$ cat src/inc/rlc_consts.svh
// constants for the radio link control settings block
`ifndef RLC_CONSTS_SVH
`define RLC_CONSTS_SVH
// command framing bytes
`define RLC_HDR_BYTE 8'hFF
`define RLC_SIZE_BYTE 8'h02
`define RLC_ESC_BYTE 8'hFE
`define RLC_REPLY_ACK 8'h06
// volatile addresses
`define RLC_A_CRCCNT 8'h40
`define RLC_A_BAUD 8'h4E
`define RLC_A_NETMODE 8'h4F
`define RLC_A_TXTO 8'h50
`define RLC_A_RETRY 8'h52
`define RLC_A_CRCEN 8'h53
`define RLC_A_MTU 8'h54
// non-volatile addresses
`define RLC_NV_BAUD 8'h03
`define RLC_NV_NETMODE 8'h04
`define RLC_NV_TXTO 8'h05
`define RLC_NV_RETRY 8'h07
`define RLC_NV_CRCEN 8'h08
`define RLC_NV_MTU 8'h09
// networking mode codes and acknowledge bit position
`define RLC_NM_GUID 8'h04
`define RLC_NM_USER 8'h06
`define RLC_NM_EXT 8'h07
`define RLC_NM_ACK_BIT 4
// reset values
`define RLC_RST_NETMODE 8'h04
`define RLC_RST_TXTO 8'h10
`define RLC_RST_RETRY 8'h03
`define RLC_RST_CRCEN 8'h01
`define RLC_RST_MTU 8'h40
`define RLC_RST_BAUD 8'h01
// minimum transmission unit bounds
`define RLC_MTU_MIN 8'h01
`define RLC_MTU_MAX 8'hC0
// timing: clock rate, millisecond, acknowledge waits in ms
`define RLC_CLK_HZ 50000000
`define RLC_MS_PER_S 1000
`define RLC_MS_CYCLES (`RLC_CLK_HZ / `RLC_MS_PER_S)
`define RLC_ACKW_2400 8'hAA
`define RLC_ACKW_9600 8'h4B
`define RLC_ACKW_19200 8'h2D
`define RLC_ACKW_FAST 8'h1E
`endif

$ cat src/inc/rlc_pkg.sv
// types shared by the radio link control settings block
package rlc_pkg;
  // decoded networking mode
  typedef enum logic [1:0] {RLC_MODE_GUID, RLC_MODE_USER, RLC_MODE_EXT} rlc_mode_t;
  // live link configuration carried to the radio engine
  typedef struct packed {
    rlc_mode_t mode;
    logic ack_en;
    logic crc_en;
  } rlc_cfg_t;
  // one host byte with its strobe
  typedef struct packed {
    logic valid;
    logic [7:0] data;
  } rlc_byte_t;
endpackage

$ cat src/hw/rlc_link_ctl.sv
// radio link settings: command port, transmit timer, retries, crc filter
//
// Contract
// [RULE1] mode codes 04/06/07, 14/16/17 add acknowledge
// [RULE2] acknowledge switchable in every networking mode
// [RULE3] host byte starts or restarts ms countdown
// [RULE4] countdown loads timeout setting, reset 0x10
// [RULE5] countdown at zero sends buffered bytes
// [RULE6] host keeps timeout at least 2, never 1
// [RULE7] timeout zero: send once buffer reaches unit
// [RULE8] resend unacknowledged packet up to retry setting
// [RULE9] no acknowledge after last retry raises exception
// [RULE10] acknowledge wait time chosen by baud rate
// [RULE11] crc enabled: failing packets are dropped
// [RULE12] crc setting 1 enables, 0 disables, default on
// [RULE13] settings at volatile and non-volatile addresses
// [RULE14] transmission unit 1 to 192 is threshold
// [RULE15] crc failures counted, host zero write clears
// [RULE16] framed read and write commands with reply
`timescale 1ns/1ps
`include "rlc_consts.svh"
module rlc_link_ctl import rlc_pkg::*; #(
  parameter int MS_CYCLES = `RLC_MS_CYCLES
) (
  input wire logic mclk,
  input wire logic resetn,
  input wire logic cmd_mode,
  input wire rlc_byte_t host_in,
  input wire logic reply_ready,
  input wire logic radio_ack,
  input wire logic rx_pkt_end,
  input wire logic rx_crc_ok,
  output rlc_byte_t reply_out,
  output rlc_cfg_t cfg_r,
  output logic tx_start_r,
  output logic retx_r,
  output logic no_radio_ack_exception,
  output logic rx_forward_r,
  output logic rx_discard_r,
  output logic [7:0] buf_level_r
);
  typedef enum {P_HDR, P_SIZE, P_ADDR, P_RADDR, P_WVAL, P_REPLY} rlc_pstate_t;
  typedef enum {TX_IDLE, TX_WAIT_ACK} rlc_txstate_t;

  rlc_pstate_t pstate_r; // command parser state
  rlc_txstate_t txstate_r; // transmit/acknowledge state
  logic [7:0] addr_r; // address under command
  logic [1:0] reply_idx_r; // byte of reply being offered
  logic [7:0] netmode_r, txto_r, retry_r, crcen_r, mtu_r, baud_r; // volatile settings
  logic [7:0] nv_r [0:5]; // non-volatile images, order as nv_index
  logic [7:0] crc_cnt_r; // crc failure counter
  logic [7:0] retries_used_r; // resends done for current packet
  logic flush_pend_r; // countdown ran out, send owed
  logic [15:0] ms_div_r; // millisecond prescaler
  logic ms_tick_r; // one pulse per millisecond
  logic [7:0] txto_cnt, ack_cnt; // timer counts
  logic txto_exp, ack_exp; // timer expiry pulses
  logic wr_stb; // a write command completes this cycle
  logic [7:0] wr_val; // its value
  logic data_stb; // a payload byte enters the buffer
  logic send_now; // launch a packet this cycle
  logic ack_load; // arm or stop the acknowledge timer

  // networking mode codes accepted by the mode register
  function automatic logic mode_ok(input logic [7:0] v);
    logic [7:0] b;
    b = v & ~(8'h01 << `RLC_NM_ACK_BIT);
    mode_ok = (v[7:5] == 3'h0) && (b == `RLC_NM_GUID || b == `RLC_NM_USER || b == `RLC_NM_EXT);
  endfunction

  // acknowledge flag of a mode code
  function automatic logic mode_ack(input logic [7:0] v);
    mode_ack = v[`RLC_NM_ACK_BIT];
  endfunction

  // acknowledge wait in ms; slow rates get longer air time
  function automatic logic [7:0] ack_wait_ms(input logic [7:0] baud);
    case (baud)
      8'h00: ack_wait_ms = `RLC_ACKW_2400;
      8'h01: ack_wait_ms = `RLC_ACKW_9600;
      8'h06: ack_wait_ms = `RLC_ACKW_9600; // 10400 sits with 9600
      8'h02: ack_wait_ms = `RLC_ACKW_19200;
      default: ack_wait_ms = `RLC_ACKW_FAST;
    endcase
  endfunction

  // map of a non-volatile address to its image slot, 7 when unmapped
  function automatic logic [2:0] nv_index(input logic [7:0] a);
    case (a)
      `RLC_NV_NETMODE: nv_index = 3'd0;
      `RLC_NV_TXTO: nv_index = 3'd1;
      `RLC_NV_RETRY: nv_index = 3'd2;
      `RLC_NV_CRCEN: nv_index = 3'd3;
      `RLC_NV_MTU: nv_index = 3'd4;
      `RLC_NV_BAUD: nv_index = 3'd5;
      default: nv_index = 3'd7;
    endcase
  endfunction

  // read value of any address; unmapped reads as zero
  function automatic logic [7:0] rd_value(input logic [7:0] a);
    logic [2:0] i;
    i = nv_index(a);
    case (a)
      `RLC_A_NETMODE: rd_value = netmode_r;
      `RLC_A_TXTO: rd_value = txto_r;
      `RLC_A_RETRY: rd_value = retry_r;
      `RLC_A_CRCEN: rd_value = crcen_r;
      `RLC_A_MTU: rd_value = mtu_r;
      `RLC_A_BAUD: rd_value = baud_r;
      `RLC_A_CRCCNT: rd_value = crc_cnt_r;
      default: rd_value = (i == 3'd7) ? 8'h00 : nv_r[i];
    endcase
  endfunction

  assign wr_stb = host_in.valid && cmd_mode && pstate_r == P_WVAL;
  assign wr_val = host_in.data;
  assign data_stb = host_in.valid && !cmd_mode;
  // only idle launches; flush owed by timer, or unit reached with timer off
  assign send_now = txstate_r == TX_IDLE && buf_level_r != 8'h00 && !tx_start_r && // [RULE5] [RULE7] [RULE14]
                    ((txto_r != 8'h00 && flush_pend_r) || (txto_r == 8'h00 && buf_level_r >= mtu_r));
  assign ack_load = send_now || (txstate_r == TX_WAIT_ACK && (radio_ack || ack_exp));

  // millisecond prescaler
  always_ff @(posedge mclk or negedge resetn) begin
    if (!resetn) begin
      ms_div_r <= 16'h0000;
      ms_tick_r <= 1'b0;
    end else begin
      ms_tick_r <= (ms_div_r == 16'(MS_CYCLES - 1));
      ms_div_r <= (ms_div_r == 16'(MS_CYCLES - 1)) ? 16'h0000 : ms_div_r + 16'h0001;
    end
  end

  // transmit wait countdown, reloaded by every payload byte
  rlc_ms_countdown u_txto (
    .mclk(mclk),
    .resetn(resetn),
    .load(data_stb), // [RULE3]
    .load_val(txto_r), // [RULE4]
    .ms_tick(ms_tick_r),
    .count(txto_cnt),
    .expired(txto_exp)
  );

  // acknowledge wait; a zero load stops it once answered
  rlc_ms_countdown u_ackw (
    .mclk(mclk),
    .resetn(resetn),
    .load(ack_load),
    .load_val((send_now || (ack_exp && cfg_r.ack_en && retries_used_r < retry_r)) ?
              ack_wait_ms(baud_r) : 8'h00), // [RULE10]
    .ms_tick(ms_tick_r),
    .count(ack_cnt),
    .expired(ack_exp)
  );

  // command parser and reply sequencing
  always_ff @(posedge mclk or negedge resetn) begin
    if (!resetn) begin
      pstate_r <= P_HDR;
      addr_r <= 8'h00;
      reply_idx_r <= 2'd0;
      reply_out <= '0;
    end else begin
      case (pstate_r)
        P_HDR: if (host_in.valid && cmd_mode && host_in.data == `RLC_HDR_BYTE) begin
          pstate_r <= P_SIZE; // [RULE16]
        end
        P_SIZE: if (host_in.valid && cmd_mode) begin
          pstate_r <= (host_in.data == `RLC_SIZE_BYTE) ? P_ADDR : P_HDR;
        end
        P_ADDR: if (host_in.valid && cmd_mode) begin
          // escape marks a read; anything else is a write address
          if (host_in.data == `RLC_ESC_BYTE) begin
            pstate_r <= P_RADDR;
          end else begin
            addr_r <= host_in.data;
            pstate_r <= P_WVAL;
          end
        end
        P_RADDR: if (host_in.valid && cmd_mode) begin
          addr_r <= host_in.data;
          reply_idx_r <= 2'd0;
          reply_out <= '{valid: 1'b1, data: `RLC_REPLY_ACK}; // [RULE16]
          pstate_r <= P_REPLY;
        end
        P_WVAL: if (host_in.valid && cmd_mode) begin
          pstate_r <= P_HDR;
        end
        P_REPLY: if (reply_ready) begin
          // host bytes arriving while the reply drains are not parsed
          reply_idx_r <= reply_idx_r + 2'd1;
          case (reply_idx_r)
            2'd0: reply_out <= '{valid: 1'b1, data: addr_r};
            2'd1: reply_out <= '{valid: 1'b1, data: rd_value(addr_r)};
            default: begin
              reply_out <= '0;
              pstate_r <= P_HDR;
            end
          endcase
        end
        default: pstate_r <= P_HDR;
      endcase
    end
  end

  // setting registers; illegal values are dropped so state stays valid
  always_ff @(posedge mclk or negedge resetn) begin
    if (!resetn) begin
      netmode_r <= `RLC_RST_NETMODE;
      txto_r <= `RLC_RST_TXTO; // [RULE4]
      retry_r <= `RLC_RST_RETRY;
      crcen_r <= `RLC_RST_CRCEN; // [RULE12]
      mtu_r <= `RLC_RST_MTU;
      baud_r <= `RLC_RST_BAUD;
    end else if (wr_stb) begin
      case (addr_r)
        `RLC_A_NETMODE: if (mode_ok(wr_val)) netmode_r <= wr_val; // [RULE1] [RULE13]
        `RLC_A_TXTO: txto_r <= wr_val;
        `RLC_A_RETRY: retry_r <= wr_val;
        `RLC_A_CRCEN: if (wr_val[7:1] == 7'h00) crcen_r <= wr_val; // [RULE12]
        `RLC_A_MTU: if (wr_val >= `RLC_MTU_MIN && wr_val <= `RLC_MTU_MAX) mtu_r <= wr_val; // [RULE14]
        `RLC_A_BAUD: baud_r <= wr_val;
        default: ;
      endcase
    end
  end

  // non-volatile images: stored only, they steer nothing and a reset returns them to the defaults
  generate
    for (genvar g = 0; g < 6; g++) begin : g_nv
      always_ff @(posedge mclk or negedge resetn) begin
        if (!resetn) begin
          nv_r[g] <= (g == 0) ? `RLC_RST_NETMODE : (g == 1) ? `RLC_RST_TXTO : (g == 2) ? `RLC_RST_RETRY :
                     (g == 3) ? `RLC_RST_CRCEN : (g == 4) ? `RLC_RST_MTU : `RLC_RST_BAUD;
        end else if (wr_stb && nv_index(addr_r) == 3'(g)) begin
          nv_r[g] <= wr_val; // [RULE13]
        end
      end
    end
  endgenerate

  // decoded live configuration
  always_ff @(posedge mclk or negedge resetn) begin
    if (!resetn) begin
      cfg_r <= '{mode: RLC_MODE_GUID, ack_en: 1'b0, crc_en: 1'b1};
    end else begin
      cfg_r.ack_en <= mode_ack(netmode_r); // [RULE2]
      cfg_r.crc_en <= crcen_r[0]; // [RULE12]
      cfg_r.mode <= (netmode_r[2:0] == 3'h4) ? RLC_MODE_GUID :
                    (netmode_r[2:0] == 3'h6) ? RLC_MODE_USER : RLC_MODE_EXT; // [RULE1]
    end
  end

  // buffer level and owed flush
  always_ff @(posedge mclk or negedge resetn) begin
    if (!resetn) begin
      buf_level_r <= 8'h00;
      flush_pend_r <= 1'b0;
    end else begin
      if (send_now) begin
        buf_level_r <= data_stb ? 8'h01 : 8'h00;
      end else if (data_stb && buf_level_r != 8'hFF) begin
        buf_level_r <= buf_level_r + 8'h01;
      end
      // expiry sets; a send or a payload byte clears; set wins when both fall together
      if (txto_exp && txto_r != 8'h00) begin
        flush_pend_r <= 1'b1; // [RULE5]
      end else if (send_now || data_stb) begin
        flush_pend_r <= 1'b0;
      end
    end
  end

  // send, wait for acknowledge, retry, give up
  always_ff @(posedge mclk or negedge resetn) begin
    if (!resetn) begin
      txstate_r <= TX_IDLE;
      tx_start_r <= 1'b0;
      retx_r <= 1'b0;
      no_radio_ack_exception <= 1'b0;
      retries_used_r <= 8'h00;
    end else begin
      tx_start_r <= send_now;
      retx_r <= 1'b0;
      no_radio_ack_exception <= 1'b0;
      case (txstate_r)
        TX_IDLE: if (send_now && cfg_r.ack_en) begin
          txstate_r <= TX_WAIT_ACK;
          retries_used_r <= 8'h00;
        end
        TX_WAIT_ACK: if (radio_ack) begin
          txstate_r <= TX_IDLE;
        end else if (ack_exp) begin
          if (retries_used_r < retry_r) begin
            retries_used_r <= retries_used_r + 8'h01;
            retx_r <= 1'b1; // [RULE8]
          end else begin
            no_radio_ack_exception <= 1'b1; // [RULE9]
            txstate_r <= TX_IDLE;
          end
        end
        default: txstate_r <= TX_IDLE;
      endcase
    end
  end

  // received packet filter and failure counter
  always_ff @(posedge mclk or negedge resetn) begin
    if (!resetn) begin
      rx_forward_r <= 1'b0;
      rx_discard_r <= 1'b0;
      crc_cnt_r <= 8'h00;
    end else begin
      rx_forward_r <= rx_pkt_end && (rx_crc_ok || !cfg_r.crc_en);
      rx_discard_r <= rx_pkt_end && !rx_crc_ok && cfg_r.crc_en; // [RULE11]
      // a failure in the clearing cycle still counts
      if (rx_pkt_end && !rx_crc_ok) begin
        crc_cnt_r <= (wr_stb && addr_r == `RLC_A_CRCCNT && wr_val == 8'h00) ? 8'h01 :
                     (crc_cnt_r == 8'hFF) ? crc_cnt_r : crc_cnt_r + 8'h01; // [RULE15]
      end else if (wr_stb && addr_r == `RLC_A_CRCCNT && wr_val == 8'h00) begin
        crc_cnt_r <= 8'h00; // [RULE15]
      end
    end
  end
endmodule

$ cat src/hw/rlc_ms_countdown.sv
// millisecond countdown timer with restart
`timescale 1ns/1ps
`include "rlc_consts.svh"
module rlc_ms_countdown import rlc_pkg::*; (
  input wire logic mclk,
  input wire logic resetn,
  input wire logic load,
  input wire logic [7:0] load_val,
  input wire logic ms_tick,
  output logic [7:0] count,
  output logic expired
);
  // count and expiry pulse; a load always wins so a restart never also expires
  always_ff @(posedge mclk or negedge resetn) begin
    if (!resetn) begin
      count <= 8'h00;
      expired <= 1'b0;
    end else if (load) begin
      count <= load_val;
      expired <= 1'b0;
    end else if (ms_tick && count != 8'h00) begin
      count <= count - 8'h01;
      expired <= (count == 8'h01);
    end else begin
      expired <= 1'b0;
    end
  end
endmodule

$ cat config.mk
export PLATFORM = sky130hd
export DESIGN_NAME = rlc_link_ctl
export DESIGN_NICKNAME = d
export VERILOG_FILES = /design/src/inc/rlc_pkg.sv /design/src/hw/rlc_link_ctl.sv /design/src/hw/rlc_ms_countdown.sv
export VERILOG_INCLUDE_DIRS = /design/src /design/src/inc
export SDC_FILE = /design/constraint.sdc
export NUM_CORES = 1
export LEC_CHECK = 0
export BUFFER_PORTS_ARGS = -buffer_cell sky130_fd_sc_hd__buf_2
export CAP_MARGIN = 20
export CORE_MARGIN = 2
export CORE_UTILIZATION = 62
export CTS_CLUSTER_DIAMETER = 30
export DETAILED_ROUTE_END_ITERATION = 8
export PLACE_DENSITY_LB_ADDON = 0.15
export SLEW_MARGIN = 20
export SYNTH_ARGS = -nofsm -noshare
export SYNTH_HDL_FRONTEND = slang
export SYNTH_SLANG_ARGS = --single-unit
$ cat constraint.sdc
create_clock -name mclk -period 3.85 [get_ports mclk]
set_clock_uncertainty 0.2 [all_clocks]
set_input_delay 0.77 -clock mclk [delete_from_list [all_inputs] [get_ports mclk]]
set_output_delay 0.77 -clock mclk [all_outputs]
set_load 0.02 [all_outputs]
# Word-level counts from Yosys, hierarchy flattened
# Index checks and enable logic that the tools add are counted.
[op_classes]
n_eq_ne = 59
n_bitwise = 1
magnitude_cmp = 5
add_sub_neg = 7
n_mux = 70
reduce_logical = 78
[op_table]
columns = ["cell", "count"]
rows = [
  ["$mux W32", 11],
  ["$pmux W32 S6", 1],
  ["$mux W8", 21],
  ["$eq A32 B2 Y1 const B", 3],
  ["$logic_not A32 Y1", 3],
  ["$eq A32 B1 Y1 const B", 2],
  ["$eq A32 B3 Y1 const B", 2],
  ["$pmux W32 S2", 1],
  ["$eq A8 B7 Y1 const B", 7],
  ["$pmux W8 S7", 1],
  ["$pmux W9 S2", 2],
  ["$eq A32 B4 Y1 const B", 1],
  ["$eq A8 B3 Y1 const B", 4],
  ["$pmux W8 S2", 2],
  ["$reduce_bool A8 Y1", 4],
  ["$logic_and A1 B1 Y1", 30],
  ["$add A8 B1 Y8 const B", 3],
  ["$bmux W8 S3", 1],
  ["$eq A8 B1 Y1 const B", 3],
  ["$eq A8 B2 Y1 const B", 3],
  ["$eq A8 B8 Y1 const B", 3],
  ["$logic_not A8 Y1", 3],
  ["$ne A2 B2 Y1 const B", 12],
  ["$pmux W8 S3", 1],
  ["39 further kinds", 96],
]
[totals]
output_inout_bits = 26
regBits = 248

# Longest topological paths before layout
# Gate-level depths: netlist of run 1.
[logic_depth]
depth_word = 14
ltp_mapped = 9
depth_no_buf = 8

# Cells and area by module
# Synthesis of run 1 repeated with hierarchy kept, for this count alone.
[hier_totals]
cells_unflattened = 974
area_unflattened_um2 = 10052.1
[by_module_without_submodules]
columns = ["mod", "n_inst", "area_per_inst_um2", "cells_per_inst"]
rows = [
  ["rlc_link_ctl", 1, 8923.6, 848],
  ["rlc_ms_countdown", 2, 564.3, 63],
]

# Least setup slack after synthesis of run 1
# OpenSTA, ideal clock, no wires.
[synth_timing]
path_kind = "register to register"
start = "register buf_level_r[0]"
end = "register u_ackw.count[3]"
setup_ns = 0.121
period_less_slack_ns = 2.853
path_stages_with_launch = 10
t_arrival_ns = 2.532
required_time_ns = 3.529
path_slack_ns = 0.997
path_buffers = 1
path_cell_list = "dfrtp_1 -> inv_1 -> ha_1 -> nand2b_1 -> a2111oi_0 -> o311ai_0 -> a22o_1 -> clkbuf_1 -> a41o_1 -> a22o_1"
[synth_via]
elab_chain_len = 7
[synth_rtl]
columns = ["item", "line", "text"]
rows = [
  ["start, declared", "rlc_link_ctl.sv:40", "output logic [7:0] buf_level_r"],
  ["start signal, assigned", "rlc_link_ctl.sv:263", "buf_level_r <= data_stb ? 8'h01 : 8'h00;"],
  ["start signal, assigned", "rlc_link_ctl.sv:265", "buf_level_r <= buf_level_r + 8'h01;"],
  ["$ge A8 B8 Y1 or $reduce_bool A8 Y1 (tied branches)", "rlc_link_ctl.sv:121, rlc_link_ctl.sv:120", ""],
  ["$logic_and A1 B1 Y1 (on tied branches)", "rlc_link_ctl.sv:121, rlc_link_ctl.sv:120", ""],
  ["$logic_or A1 B1 Y1 or $logic_and A1 B1 Y1 (tied branches)", "rlc_link_ctl.sv:121, rlc_link_ctl.sv:120", ""],
  ["$logic_and A1 B1 Y1 *", "rlc_link_ctl.sv:120", "assign send_now = txstate_r == TX_IDLE && buf_level_r != 8'h00 && !tx_start_r &&"],
  ["$logic_or A1 B1 Y1", "rlc_link_ctl.sv:151", ".load_val((send_now || (ack_exp && cfg_r.ack_en && retries_used_r < retry_r)) ?"],
  ["$mux W8", "rlc_link_ctl.sv:151", ""],
  ["$mux W8", "rlc_ms_countdown.sv:18", "end else if (load) begin"],
  ["end signal, assigned", "rlc_ms_countdown.sv:19", "count <= load_val;"],
  ["end signal, assigned", "rlc_ms_countdown.sv:22", "count <= count - 8'h01;"],
  ["end, declared", "rlc_ms_countdown.sv:10", "output logic [7:0] count,"],
]
# Mark *: on every way between the ends. The rest lies on a longest branch, timed or not.
# A chain may end at the register's enable or synchronous reset.

# Worst setup path in the final report of run 1
[layout_timing]
start = "register addr_r[0]"
end = "register nv_r[38] (netlist name)"
[layout_via]
elab_chain_len = 4
[layout_rtl]
columns = ["item", "line", "text"]
rows = [
  ["start, declared", "rlc_link_ctl.sv:47", "logic [7:0] addr_r;"],
  ["start signal, assigned", "rlc_link_ctl.sv:178", "addr_r <= host_in.data;"],
  ["start signal, assigned", "rlc_link_ctl.sv:183", "addr_r <= host_in.data;"],
  ["$eq A8 B2 Y1 (tied with other cells)", "rlc_link_ctl.sv:89", "case (a)"],
  ["$pmux W3 S6 *", "rlc_link_ctl.sv:89", ""],
  ["$eq A3 B1 Y1 *", "rlc_link_ctl.sv:237", "end else if (wr_stb && nv_index(addr_r) == 3'(g)) begin"],
  ["$logic_and A1 B1 Y1 *", "rlc_link_ctl.sv:237", ""],
  ["end signal, assigned by index", "rlc_link_ctl.sv:235", "nv_r[g] <= (g == 0) ? `RLC_RST_NETMODE : (g == 1) ? `RLC_RST_TXTO : (g == 2) ? `RLC_RST_RETRY :"],
  ["end signal, assigned by index", "rlc_link_ctl.sv:238", "nv_r[g] <= wr_val;"],
  ["end, declared", "rlc_link_ctl.sv:50", "logic [7:0] nv_r [0:5];"],
]
# Marked as above.

==> impl_metrics.csv, run 1 <==
group,metric,value,unit
run_status,run_status,"complete, no violations",
synth,synth_edf_count,0,
synth,synth-seq-cells,188,
clock_tree,clock-sinks,188,
synth,synth.distinct_cells,78,
timing,rsz0062_at_grt,"false",
power_and_ir_drop,share_comb_of_total_power,0.168,
timing,holdWs,0.1470,ns
routing,drt_wl_total,24020,um
power_and_ir_drop,p_int,3.367,mW
final_layout,finalNetCount,1006,
flow_run,drv_cap,0,
final_layout,drive_above_1_share,0.2000,
power_and_ir_drop,clkPwrFrac,0.356,
routing,vias,7508,
synth,synthArstFlopShare,1.000,
clock_tree,root_buffer,"clkbuf_16",
worst_setup_path,path_max_fanout,24,
floorplan,boundaryPins,42,
clock_tree,cts_htree_levels,4,
floorplan,start_util,0.6367,
min_path,hp-class,"in2async",
timing,report.final.setup_viol,0,
worst_setup_path,end_kind,"flip-flop",
final_layout,final_common_cell,"dfrtp_1",
timing,max-slew-margin-rel,0.4365,
placement,dp_hpwl,16630,um
synth,synthTopCellsByArea,"dfrtp_1, mux2_2, dfstp_2",
timing,period_share,0.8190,
placement,port_buffers,41,
routing,detailedRoute.firstIterationViolations,643,
synth,syn_nets,976,
timing,hold_violations,0,
power_and_ir_drop,power_density,446.9,nW/um2
timing,fmax,0.3171,GHz
floorplan,core_area,15260,um2
synth,yosysSeqAreaShare,0.4862,
clock_tree,cts-buffers-inserted,17,
worst_setup_path,crit_type,"reg2reg",
power_and_ir_drop,p_seq_frac,0.476,
synth,ys_warn_count,0,
clock_tree,holdBufCountCts,0,
final_layout,layout_common_cells,"dfrtp_1, nand2_1, mux2_2, nor2_1, o21ai_0",
floorplan,rows,45,
global_routing,grt_max_degree,81,
synth,syn_area,9714,um2
power_and_ir_drop,peakVddDrop,0.3786,mV
final_layout,antenna_cells,0,
global_routing,grt_usage,0.3020,
routing,avgViaCountPerCell,6.331,
clock_tree,clk_pin_slew,0.07,ns
routing,wl_per_cell,20.25,um
clock_tree,cts_resized,0,
power_and_ir_drop,p_sw,1.414,mW
synth,yosysTopAreaCellShare,0.4456,
worst_setup_path,required,3.97,ns
worst_setup_path,startpoint_type,"flip-flop",
floorplan,die_height,129.2,um
clock_tree,clock_path_buffers,2,
placement,place_congestion,0.9104,
final_layout,n_fill_cell,1144,
synth,avgSynthCellArea,10.42,um2
final_layout,syn2layout_area_growth,10.12,%
synth,syn_inst,932,
clock_tree,cts_tree,"yes",
floorplan,die_x,129.2,um
clock_tree,cts_setup_buffers,0,
clock_tree,worstSkewPairLatency,0.43,ns
power_and_ir_drop,switching_share,0.2958,
synth,yosys.area.top_type,"dfrtp_1",
timing,worst_pin_slew,0.8414,ns
timing,period_needed,3.153,ns
global_routing,grt_pass1_vias,7156,
worst_setup_path,arrival,3.27,ns
routing,antenna_left,0,
synth,synthFlopType,"dfrtp_1",
power_and_ir_drop,p_leak,5.013,nW
global_routing,grt-ovfl-total,0,
timing,slew_viol_final,0,
timing,finalSetupTns,0,ns
global_routing,antenna_found_initial,0,
routing,dr.pass1.iters,5,
routing,drc_errors,0,
floorplan,dieArea,16680,um2
global_routing,grt_first_pass_wirelength,38600,um
cell type report:
class / count / area (um2) / share of cell area
inverters: 34 / 127.6 / 0.01193
multi-input cells: 668 / 4692 / 0.4386
well taps: 211 / 264.0 / 0.02468
clock buffers: 22 / 484.2 / 0.04526
repair buffers: 53 / 316.6 / 0.02959
clock inverters: 10 / 90.09 / 0.008421
flip-flops and latches: 188 / 4723 / 0.4415
metrics by stage:
stage,cell area [um2],power [mW],cells,setup slack (ns),util
finish,10700,4.781,1186,0.6968,0.7011
global route,10700,4.983,1186,0.4580,0.7011
CTS,10700,4.798,1186,0.7546,0.7011
global placement,10120,3.078,1154,0.8031,0.6635
detailed placement,10120,3.099,1154,0.7682,0.6635
floorplan,9714,2.811,932,0.9966,-
sequential cells by signal, indices dropped and copies added (netlist names), 2 cells and up:
name	flops
nv_r	48
ms_div_r	16
reply_out	9
addr_r	8
baud_r	8
buf_level_r	8
crc_cnt_r	8
crcen_r	8
mtu_r	8
netmode_r	8
retries_used_r	8
retry_r	8
txto_r	8
u_ackw.count	8
u_txto.count	8
cfg_r	4
pstate_r	3
reply_idx_r	2
worst paths after layout:
check	from	to	slack, ns	cells after the start
min in group mclk	netmode_r[4]$_DFFE_PN0P_	cfg_r[1]$_DFF_PN0_	0.21	0
worst max-delay path	addr_r[0]$_DFFE_PN0P_	nv_r[38]$_DFFE_PN0P_	0.70	5
max in group asynchronous	resetn	nv_r[14]$_DFFE_PN1P_	2.36	2
worst max register to register	addr_r[0]$_DFFE_PN0P_	nv_r[38]$_DFFE_PN0P_	0.70	5
worst min register to register	netmode_r[4]$_DFFE_PN0P_	cfg_r[1]$_DFF_PN0_	0.21	0
worst min-delay path	resetn	retries_used_r[4]$_DFFE_PN0P_	0.15	1
cell usage after synthesis (5+ instances only):
library cell  count
a211oi_1          9
a21o_1           11
a21oi_1          26
a22o_1            7
a22oi_1          14
a31o_2            5
a31oi_1          13
and2_1           12
and3_1            8
clkbuf_1         33
dfrtp_1         173
dfstp_2          15
ha_1             28
inv_1            34
mux2_2           74
mux2_4            7
mux2i_1           8
nand2_1         100
nand2b_1         12
nand3_1          25
nand4_1          15
nor2_1           56
nor2b_1          14
nor3_1           16
nor4_1            7
o21ai_0          55
o221ai_1          5
o22a_1            5
o22ai_1           7
or3_1             8
xnor2_1          12
xor2_1           19
cell families after synthesis:
kind of cell    Yosys count  share of synthesized area
simple gates            310                     0.1665
compound gates          210                     0.1476
flops                   188                     0.4862
mux                      89                     0.1048
buf+inv                  76                    0.03078
xor+xnor                 31                    0.02795
fa+ha+maj                28                    0.03606
routing by layer:
layer,vias to the layer above,routed length (um),global-route usage
li1,3462,-,-
met1,3725,11160,0.4478
met2,288,10680,0.4464
met3,33,1743,0.07143
met4,0,430,0.08824
met5,-,0,0
power groups by stage:
stage / sequential, mW / combinational (mW) / clock (mW)
2_1_floorplan: 2.28 / 0.534 / 0
3_5_place_dp: 2.30 / 0.794 / 0
4_1_cts: 2.27 / 0.802 / 1.73
3_3_place_gp: 2.30 / 0.779 / 0
5_1_grt: 2.29 / 0.893 / 1.80
6_report: 2.28 / 0.805 / 1.70
worst max-delay path, cell delays in order (launching register included):
cell and delay, ns:
dfrtp_1 0.84, and2_0 0.43, nand2_1 0.19, and2_4 0.24, or4_1 0.75, mux2_4 0.39
Note: power is estimated with default switching activity, not from simulation.
==> run 2: changes to the inputs <==
==> constraint.sdc (replaced) <==
create_clock -name mclk -period 3.28 [get_ports mclk]
set_clock_uncertainty 0.2 [all_clocks]
set_input_delay 0.656 -clock mclk [delete_from_list [all_inputs] [get_ports mclk]]
set_output_delay 0.656 -clock mclk [all_outputs]
set_load 0.02 [all_outputs]
==> run 2 against run 1 <==
  * Register-to-register slack got worse by 0.58 ns
  * Core utilization up 1.2 points
  * Count of clock-buffer cells in the layout down 5
  * Design area is 1.6% higher
  * Power is 20% higher
  * Highest routed layer is now met5
  * Worst setup slack lost 0.58 ns
  * Clock power grew 24%
  * Sequential cell count is the same
  * Via count rose by 0.87%
==> impl_metrics.csv, run 2 (synthesized netlist as in run 1, its figures left out) <==
group,metric,value,unit
run_status,run_status,"complete, no violations",
floorplan,die_height,129.2,um
worst_setup_path,reg2reg_depth,8,
power_and_ir_drop,p_leak,5.126,nW
global_routing,grt_usage,0.3059,
worst_setup_path,r2r-end,"u_ackw.count[3]$_DFFE_PN0P_",
final_layout,stdcell_count,1204,
final_layout,drive_above_1_share,0.2155,
routing,vias,7573,
final_layout,fin_area,10870,um2
power_and_ir_drop,power_density,527.5,nW/um2
worst_setup_path,rrSetupSlack,0.12,ns
clock_tree,cts_setup_buffers,0,
floorplan,rows,45,
clock_tree,cts_htree_levels,4,
floorplan,boundaryPins,42,
timing,worst_pin_slew,0.8005,ns
clock_tree,cts_tree,"yes",
floorplan,dieArea,16680,um2
placement,placed_cell_area,10260,um2
global_routing,grt_pass1_vias,7426,
timing,finalSetupTns,0,ns
routing,detailedRoute.firstIterationViolations,677,
power_and_ir_drop,peakVddDrop,0.4550,mV
routing,wl_per_cell,20.06,um
timing,period_share,0.9629,
routing,antenna_left,0,
placement,dp_hpwl,16620,um
clock_tree,worstSkewPairLatency,0.45,ns
worst_setup_path,startpoint_type,"flip-flop",
worst_setup_path,end_kind,"flip-flop",
clock_tree,clk_pin_slew,0.08,ns
worst_setup_path,crit_type,"reg2reg",
final_layout,syn2layout_area_growth,11.94,%
clock_tree,clock-sinks,188,
worst_setup_path,required,3.42,ns
routing,dr.pass1.iters,5,
global_routing,grt_max_degree,60,
routing,drt_wl_total,24150,um
floorplan,start_util,0.6367,
worst_setup_path,arrival,3.30,ns
final_layout,antenna_cells,0,
timing,period_needed,3.158,ns
placement,dp_cells,1171,
clock_tree,root_buffer,"clkbuf_16",
worst_setup_path,crit_path_start,"buf_level_r[0]$_DFFE_PN0P_",
final_layout,layout_common_cells,"dfrtp_1, nand2_1, mux2_2, nor2_1, o21ai_0",
timing,hold_violations,0,
final_layout,regMostFlops,"nv_r",
timing,report.final.setup_viol,0,
clock_tree,clock_path_buffers,2,
worst_setup_path,cp-endpoint,"u_ackw.count[3]$_DFFE_PN0P_",
routing,avgViaCountPerCell,6.290,
worst_setup_path,path_max_fanout,9,
placement,place_congestion,0.9421,
global_routing,grt_first_pass_wirelength,39140,um
timing,rsz0062_at_grt,"false",
final_layout,finalNetCount,1024,
global_routing,antenna_found_initial,0,
timing,fmax,0.3166,GHz
worst_setup_path,timing.rr.start,"buf_level_r[0]$_DFFE_PN0P_",
placement,port_buffers,41,
final_layout,largest_reg_flops,48,
clock_tree,cts-buffers-inserted,17,
flow_run,drv_cap,0,
min_path,hp-class,"in2reg",
floorplan,core_area,15260,um2
global_routing,grt-ovfl-total,0,
timing,slew_viol_final,0,
final_layout,top_regs,"nv_r x48, ms_div_r x16, reply_out x9",
floorplan,die_x,129.2,um
timing,max-slew-margin-rel,0.4614,
final_layout,final_common_cell,"dfrtp_1",
routing,drc_errors,0,
-- run 2: cell types whose count changed in the layout (fill, tap and decap cells not counted), moves of 2 or more --
cell,delta
clkinv_8,+2
buf_4,+16
clkinv_2,-3
clkinvlp_4,-3
clkbuf_8,-4
inv_8,+3
inv_6,+6
-- run 2: what timing repair did --
action	CTS	global route
hold buffers	1	0
resized for setup	0	1
endpoints found under the hold margin	4	0
endpoints found under the setup margin	0	3
-- run 2: how the worst min path moves through the flow --
stage                                 from                               end  cells past startpoint
floorplan                           resetn             addr_r[0]$_DFFE_PN0P_                      0
global placement    crcen_r[0]$_DFFE_PN1P_                cfg_r[0]$_DFF_PN1_                      0
detailed placement  crcen_r[0]$_DFFE_PN1P_                cfg_r[0]$_DFF_PN1_                      0
CTS                 crcen_r[0]$_DFFE_PN1P_                cfg_r[0]$_DFF_PN1_                      0
global route                     radio_ack  no_radio_ack_exception$_DFF_PN0_                      2
finish                           radio_ack  no_radio_ack_exception$_DFF_PN0_                      2
-- run 2: metrics by stage --
stage	util	power, mW	hold WS [ns]	worst slack (ns)
floorplan	-	3.300	0.1570	0.4266
global placement	0.6727	3.637	0.2017	0.4059
detailed placement	0.6727	3.654	0.1973	0.3057
CTS	0.7124	5.737	0.2103	0.1721
global route	0.7127	5.985	0.2201	0.04105
finish	0.7127	5.736	0.2173	0.1218
-- run 2: layout make-up --
| type | instances | area [um2] |
|---|---|---|
| clock buffer | 17 | 425.4 |
| clock inverter | 15 | 171.4 |
| fill | 1170 | 4384 |
| inverter | 34 | 127.6 |
| multi-input combinational | 668 | 4696 |
| sequential | 188 | 4723 |
| tap | 211 | 264.0 |
| timing repair buffer | 71 | 466.7 |
-- run 2: routing by layer --
| metal | share of wire | vias to the layer above | wire (um) | global-route usage |
|---|---|---|---|---|
| met4 | 0.022 | 2 | 522 | 0.1074 |
| met2 | 0.45 | 263 | 10760 | 0.4458 |
| met5 | 0.0015 | - | 37 | 0.02059 |
| li1 | - | 3493 | - | - |
| met3 | 0.068 | 45 | 1636 | 0.05698 |
| met1 | 0.46 | 3770 | 11200 | 0.4602 |
-- run 2: where the power goes --
part           total (mW)  internal (mW)  switching (mW)
logic               0.987          0.384           0.602
registers            2.65           2.46           0.190
clock network        2.10           1.09            1.01
total                5.74           3.94            1.80
-- run 2: critical path, stage by stage, from the launching register on --
cell       delay [ns]
dfrtp_1          0.40
inv_1            0.12
ha_1             0.24
nand2b_1         0.15
a2111oi_0        0.68
o311ai_0         0.40
a22o_1           0.41
a41o_1           0.24
a22o_1           0.22
==> run 3: changes to the inputs <==
--- a/config.mk
+++ b/config.mk
@@ -8,8 +8,10 @@
 export LEC_CHECK = 0
 export BUFFER_PORTS_ARGS = -buffer_cell sky130_fd_sc_hd__buf_2
 export CAP_MARGIN = 20
+export CELL_PAD_IN_SITES_DETAIL_PLACEMENT = 0
+export CELL_PAD_IN_SITES_GLOBAL_PLACEMENT = 1
 export CORE_MARGIN = 2
-export CORE_UTILIZATION = 62
+export CORE_UTILIZATION = 53
 export CTS_CLUSTER_DIAMETER = 30
 export DETAILED_ROUTE_END_ITERATION = 8
 export PLACE_DENSITY_LB_ADDON = 0.15
==> constraint.sdc (replaced) <==
create_clock -name mclk -period 3.68 [get_ports mclk]
set_clock_uncertainty 0.2 [all_clocks]
set_input_delay 0.736 -clock mclk [delete_from_list [all_inputs] [get_ports mclk]]
set_output_delay 0.736 -clock mclk [all_outputs]
set_load 0.02 [all_outputs]
==> run 3 against run 2 <==
  * Die area grew 16%
  * Sequential power decreased by 11%
  * Worst hold slack worse by 0.079 ns
  * Final cell count increased by 0.33%
  * Largest cell class unchanged
  * Combinational power shrank 14%
  * Routed wire length grew 6.9%
  * Fmax grew 4.4%
  * Design area fell by 1.2%
  * First-iteration DRC count decreased by 12%
  * Clock power fell by 15%
  * Via count grew 0.57%
  * Sequential share of layout area rose by 0.51 points
==> impl_metrics.csv, run 3 (synthesized netlist as in run 1, its figures left out) <==
group,metric,value,unit
final_layout,antenna_cells,0,
final_layout,top_regs,"nv_r x48, ms_div_r x16, reply_out x9",
worst_setup_path,required,3.84,ns
placement,port_buffers,41,
final_layout,final_common_cell,"dfrtp_1",
global_routing,grt_max_degree,88,
floorplan,die_x,139.4,um
power_and_ir_drop,clkPwrFrac,0.356,
timing,slew_viol_final,0,
worst_setup_path,startpoint_type,"flip-flop",
floorplan,start_util,0.5408,
power_and_ir_drop,p_leak,5.036,nW
timing,report.final.setup_viol,0,
worst_setup_path,reg2reg_depth,8,
power_and_ir_drop,share_comb_of_total_power,0.170,
clock_tree,clk_pin_slew,0.07,ns
worst_setup_path,timing.rr.start,"buf_level_r[0]$_DFFE_PN0P_",
floorplan,core_area,17960,um2
clock_tree,cts-buffers-inserted,17,
clock_tree,cts_tree,"yes",
power_and_ir_drop,p_sw,1.589,mW
worst_setup_path,rrSetupSlack,0.66,ns
timing,worst_pin_slew,1.054,ns
routing,wl_per_cell,21.38,um
timing,max-slew-margin-rel,0.2961,
timing,fmax,0.3307,GHz
routing,drt_wl_total,25830,um
routing,dr.pass1.iters,5,
global_routing,antenna_found_initial,0,
floorplan,die_height,139.4,um
flow_run,drv_cap,0,
worst_setup_path,r2r-end,"u_ackw.count[0]$_DFFE_PN0P_",
routing,vias,7616,
worst_setup_path,slowest_delay,0.56,ns
floorplan,boundaryPins,42,
routing,antenna_left,0,
floorplan,rows,49,
min_path,hp-class,"in2async",
final_layout,drive_above_1_share,0.2043,
power_and_ir_drop,power_density,466.1,nW/um2
timing,period_share,0.8218,
clock_tree,holdBufCountCts,0,
clock_tree,cts_setup_buffers,0,
worst_setup_path,arrival,3.19,ns
final_layout,largest_reg_flops,48,
placement,dp_hpwl,18270,um
timing,hold_violations,0,
final_layout,fin_util,0.5984,
final_layout,syn2layout_area_growth,10.65,%
worst_setup_path,crit_type,"reg2reg",
clock_tree,clock_path_buffers,2,
clock_tree,cts_htree_levels,4,
worst_setup_path,slowest_stage,"a21oi_1",
worst_setup_path,end_kind,"flip-flop",
run_status,run_status,"complete, no violations",
routing,avgViaCountPerCell,6.305,
clock_tree,clock-sinks,188,
placement,place_congestion,0.9061,
final_layout,finalNetCount,1010,
timing,period_needed,3.024,ns
timing,rsz0062_at_grt,"false",
final_layout,stdcell_count,1208,
final_layout,layout_common_cells,"dfrtp_1, nand2_1, mux2_2, nor2_1, o21ai_0",
global_routing,grt_first_pass_wirelength,41540,um
global_routing,grt_pass1_vias,7630,
routing,drc_errors,0,
placement,dp_cells,1176,
global_routing,grt_usage,0.2728,
power_and_ir_drop,p_seq_frac,0.474,
final_layout,regMostFlops,"nv_r",
worst_setup_path,path_max_fanout,8,
floorplan,dieArea,19430,um2
routing,detailedRoute.firstIterationViolations,597,
power_and_ir_drop,p_int,3.421,mW
clock_tree,cts_resized,0,
final_layout,n_fill_cell,1498,
global_routing,grt-ovfl-total,0,
clock_tree,root_buffer,"clkbuf_16",
power_and_ir_drop,switching_share,0.3172,
power_and_ir_drop,peakVddDrop,0.4352,mV
clock_tree,worstSkewPairLatency,0.44,ns
worst_setup_path,crit_chain,"inv_1 > ha_1 > nand2b_1 > a2111oi_0 > o311ai_0 > a21oi_1 > o21ai_0 > a31oi_1",
timing,finalSetupTns,0,ns
run 3: worst max-delay path by stage:
| stage | start | endpoint | slack (ns) | cells after the start |
|---|---|---|---|---|
| floorplan | buf_level_r[0]$_DFFE_PN0P_ | u_ackw.count[3]$_DFFE_PN0P_ | 0.83 | 9 |
| CTS | buf_level_r[0]$_DFFE_PN0P_ | u_ackw.count[0]$_DFFE_PN0P_ | 0.65 | 8 |
| global placement | host_in[3] | crc_cnt_r[0]$_DFFE_PN0P_ | 0.67 | 7 |
| finish | buf_level_r[0]$_DFFE_PN0P_ | u_ackw.count[0]$_DFFE_PN0P_ | 0.66 | 8 |
| global route | buf_level_r[0]$_DFFE_PN0P_ | u_ackw.count[0]$_DFFE_PN0P_ | 0.44 | 8 |
| detailed placement | host_in[3] | crc_cnt_r[0]$_DFFE_PN0P_ | 0.61 | 6 |
run 3: power by group through the flow:
| stage | Clock, mW | Sequential [mW] | Combinational (mW) |
|---|---|---|---|
| 5_1_grt | 1.91 | 2.39 | 0.941 |
| 2_1_floorplan | 0 | 2.38 | 0.559 |
| 6_report | 1.78 | 2.37 | 0.853 |
| 4_1_cts | 1.82 | 2.37 | 0.848 |
| 3_3_place_gp | 0 | 2.40 | 0.819 |
| 3_5_place_dp | 0 | 2.41 | 0.841 |
run 3: critical path: cells and delay by family, from the launching register on:
| kind | cells | cell delay, ns |
|---|---|---|
| AOI/OAI and AO/OA | 5 | 1.84 |
| DFF | 1 | 0.41 |
| adders and majority gates | 1 | 0.24 |
| buffers and inverters | 1 | 0.13 |
| and+or+nand+nor | 1 | 0.13 |
run 3: area by class of cell:
type | count | area, um2 | share of cell area
Tap cell | 229 | 286.5 | 0.02666
Clock inverter | 15 | 147.6 | 0.01374
Clock buffer | 17 | 425.4 | 0.03958
Inverter | 34 | 127.6 | 0.01187
Multi-Input combinational cell | 668 | 4692 | 0.4365
Timing Repair Buffer | 57 | 346.6 | 0.03224
Sequential cell | 188 | 4723 | 0.4394
run 3: through the flow:
step | hold WS [ns] | worst slack [ns] | area (um2) | total power, mW
floorplan | 0.1570 | 0.8266 | 9714 | 2.941
global placement | 0.2019 | 0.6745 | 10180 | 3.216
detailed placement | 0.1980 | 0.6094 | 10180 | 3.249
CTS | 0.1681 | 0.6484 | 10750 | 5.041
global route | 0.1887 | 0.4388 | 10750 | 5.241
finish | 0.1380 | 0.6559 | 10750 | 5.010
run 3: per-layer routing:
layer  track usage  routed length, um
met4       0.07177                382
met1        0.3976              11820
met3       0.06435               1809
met2        0.4133              11820
met5             0                  0
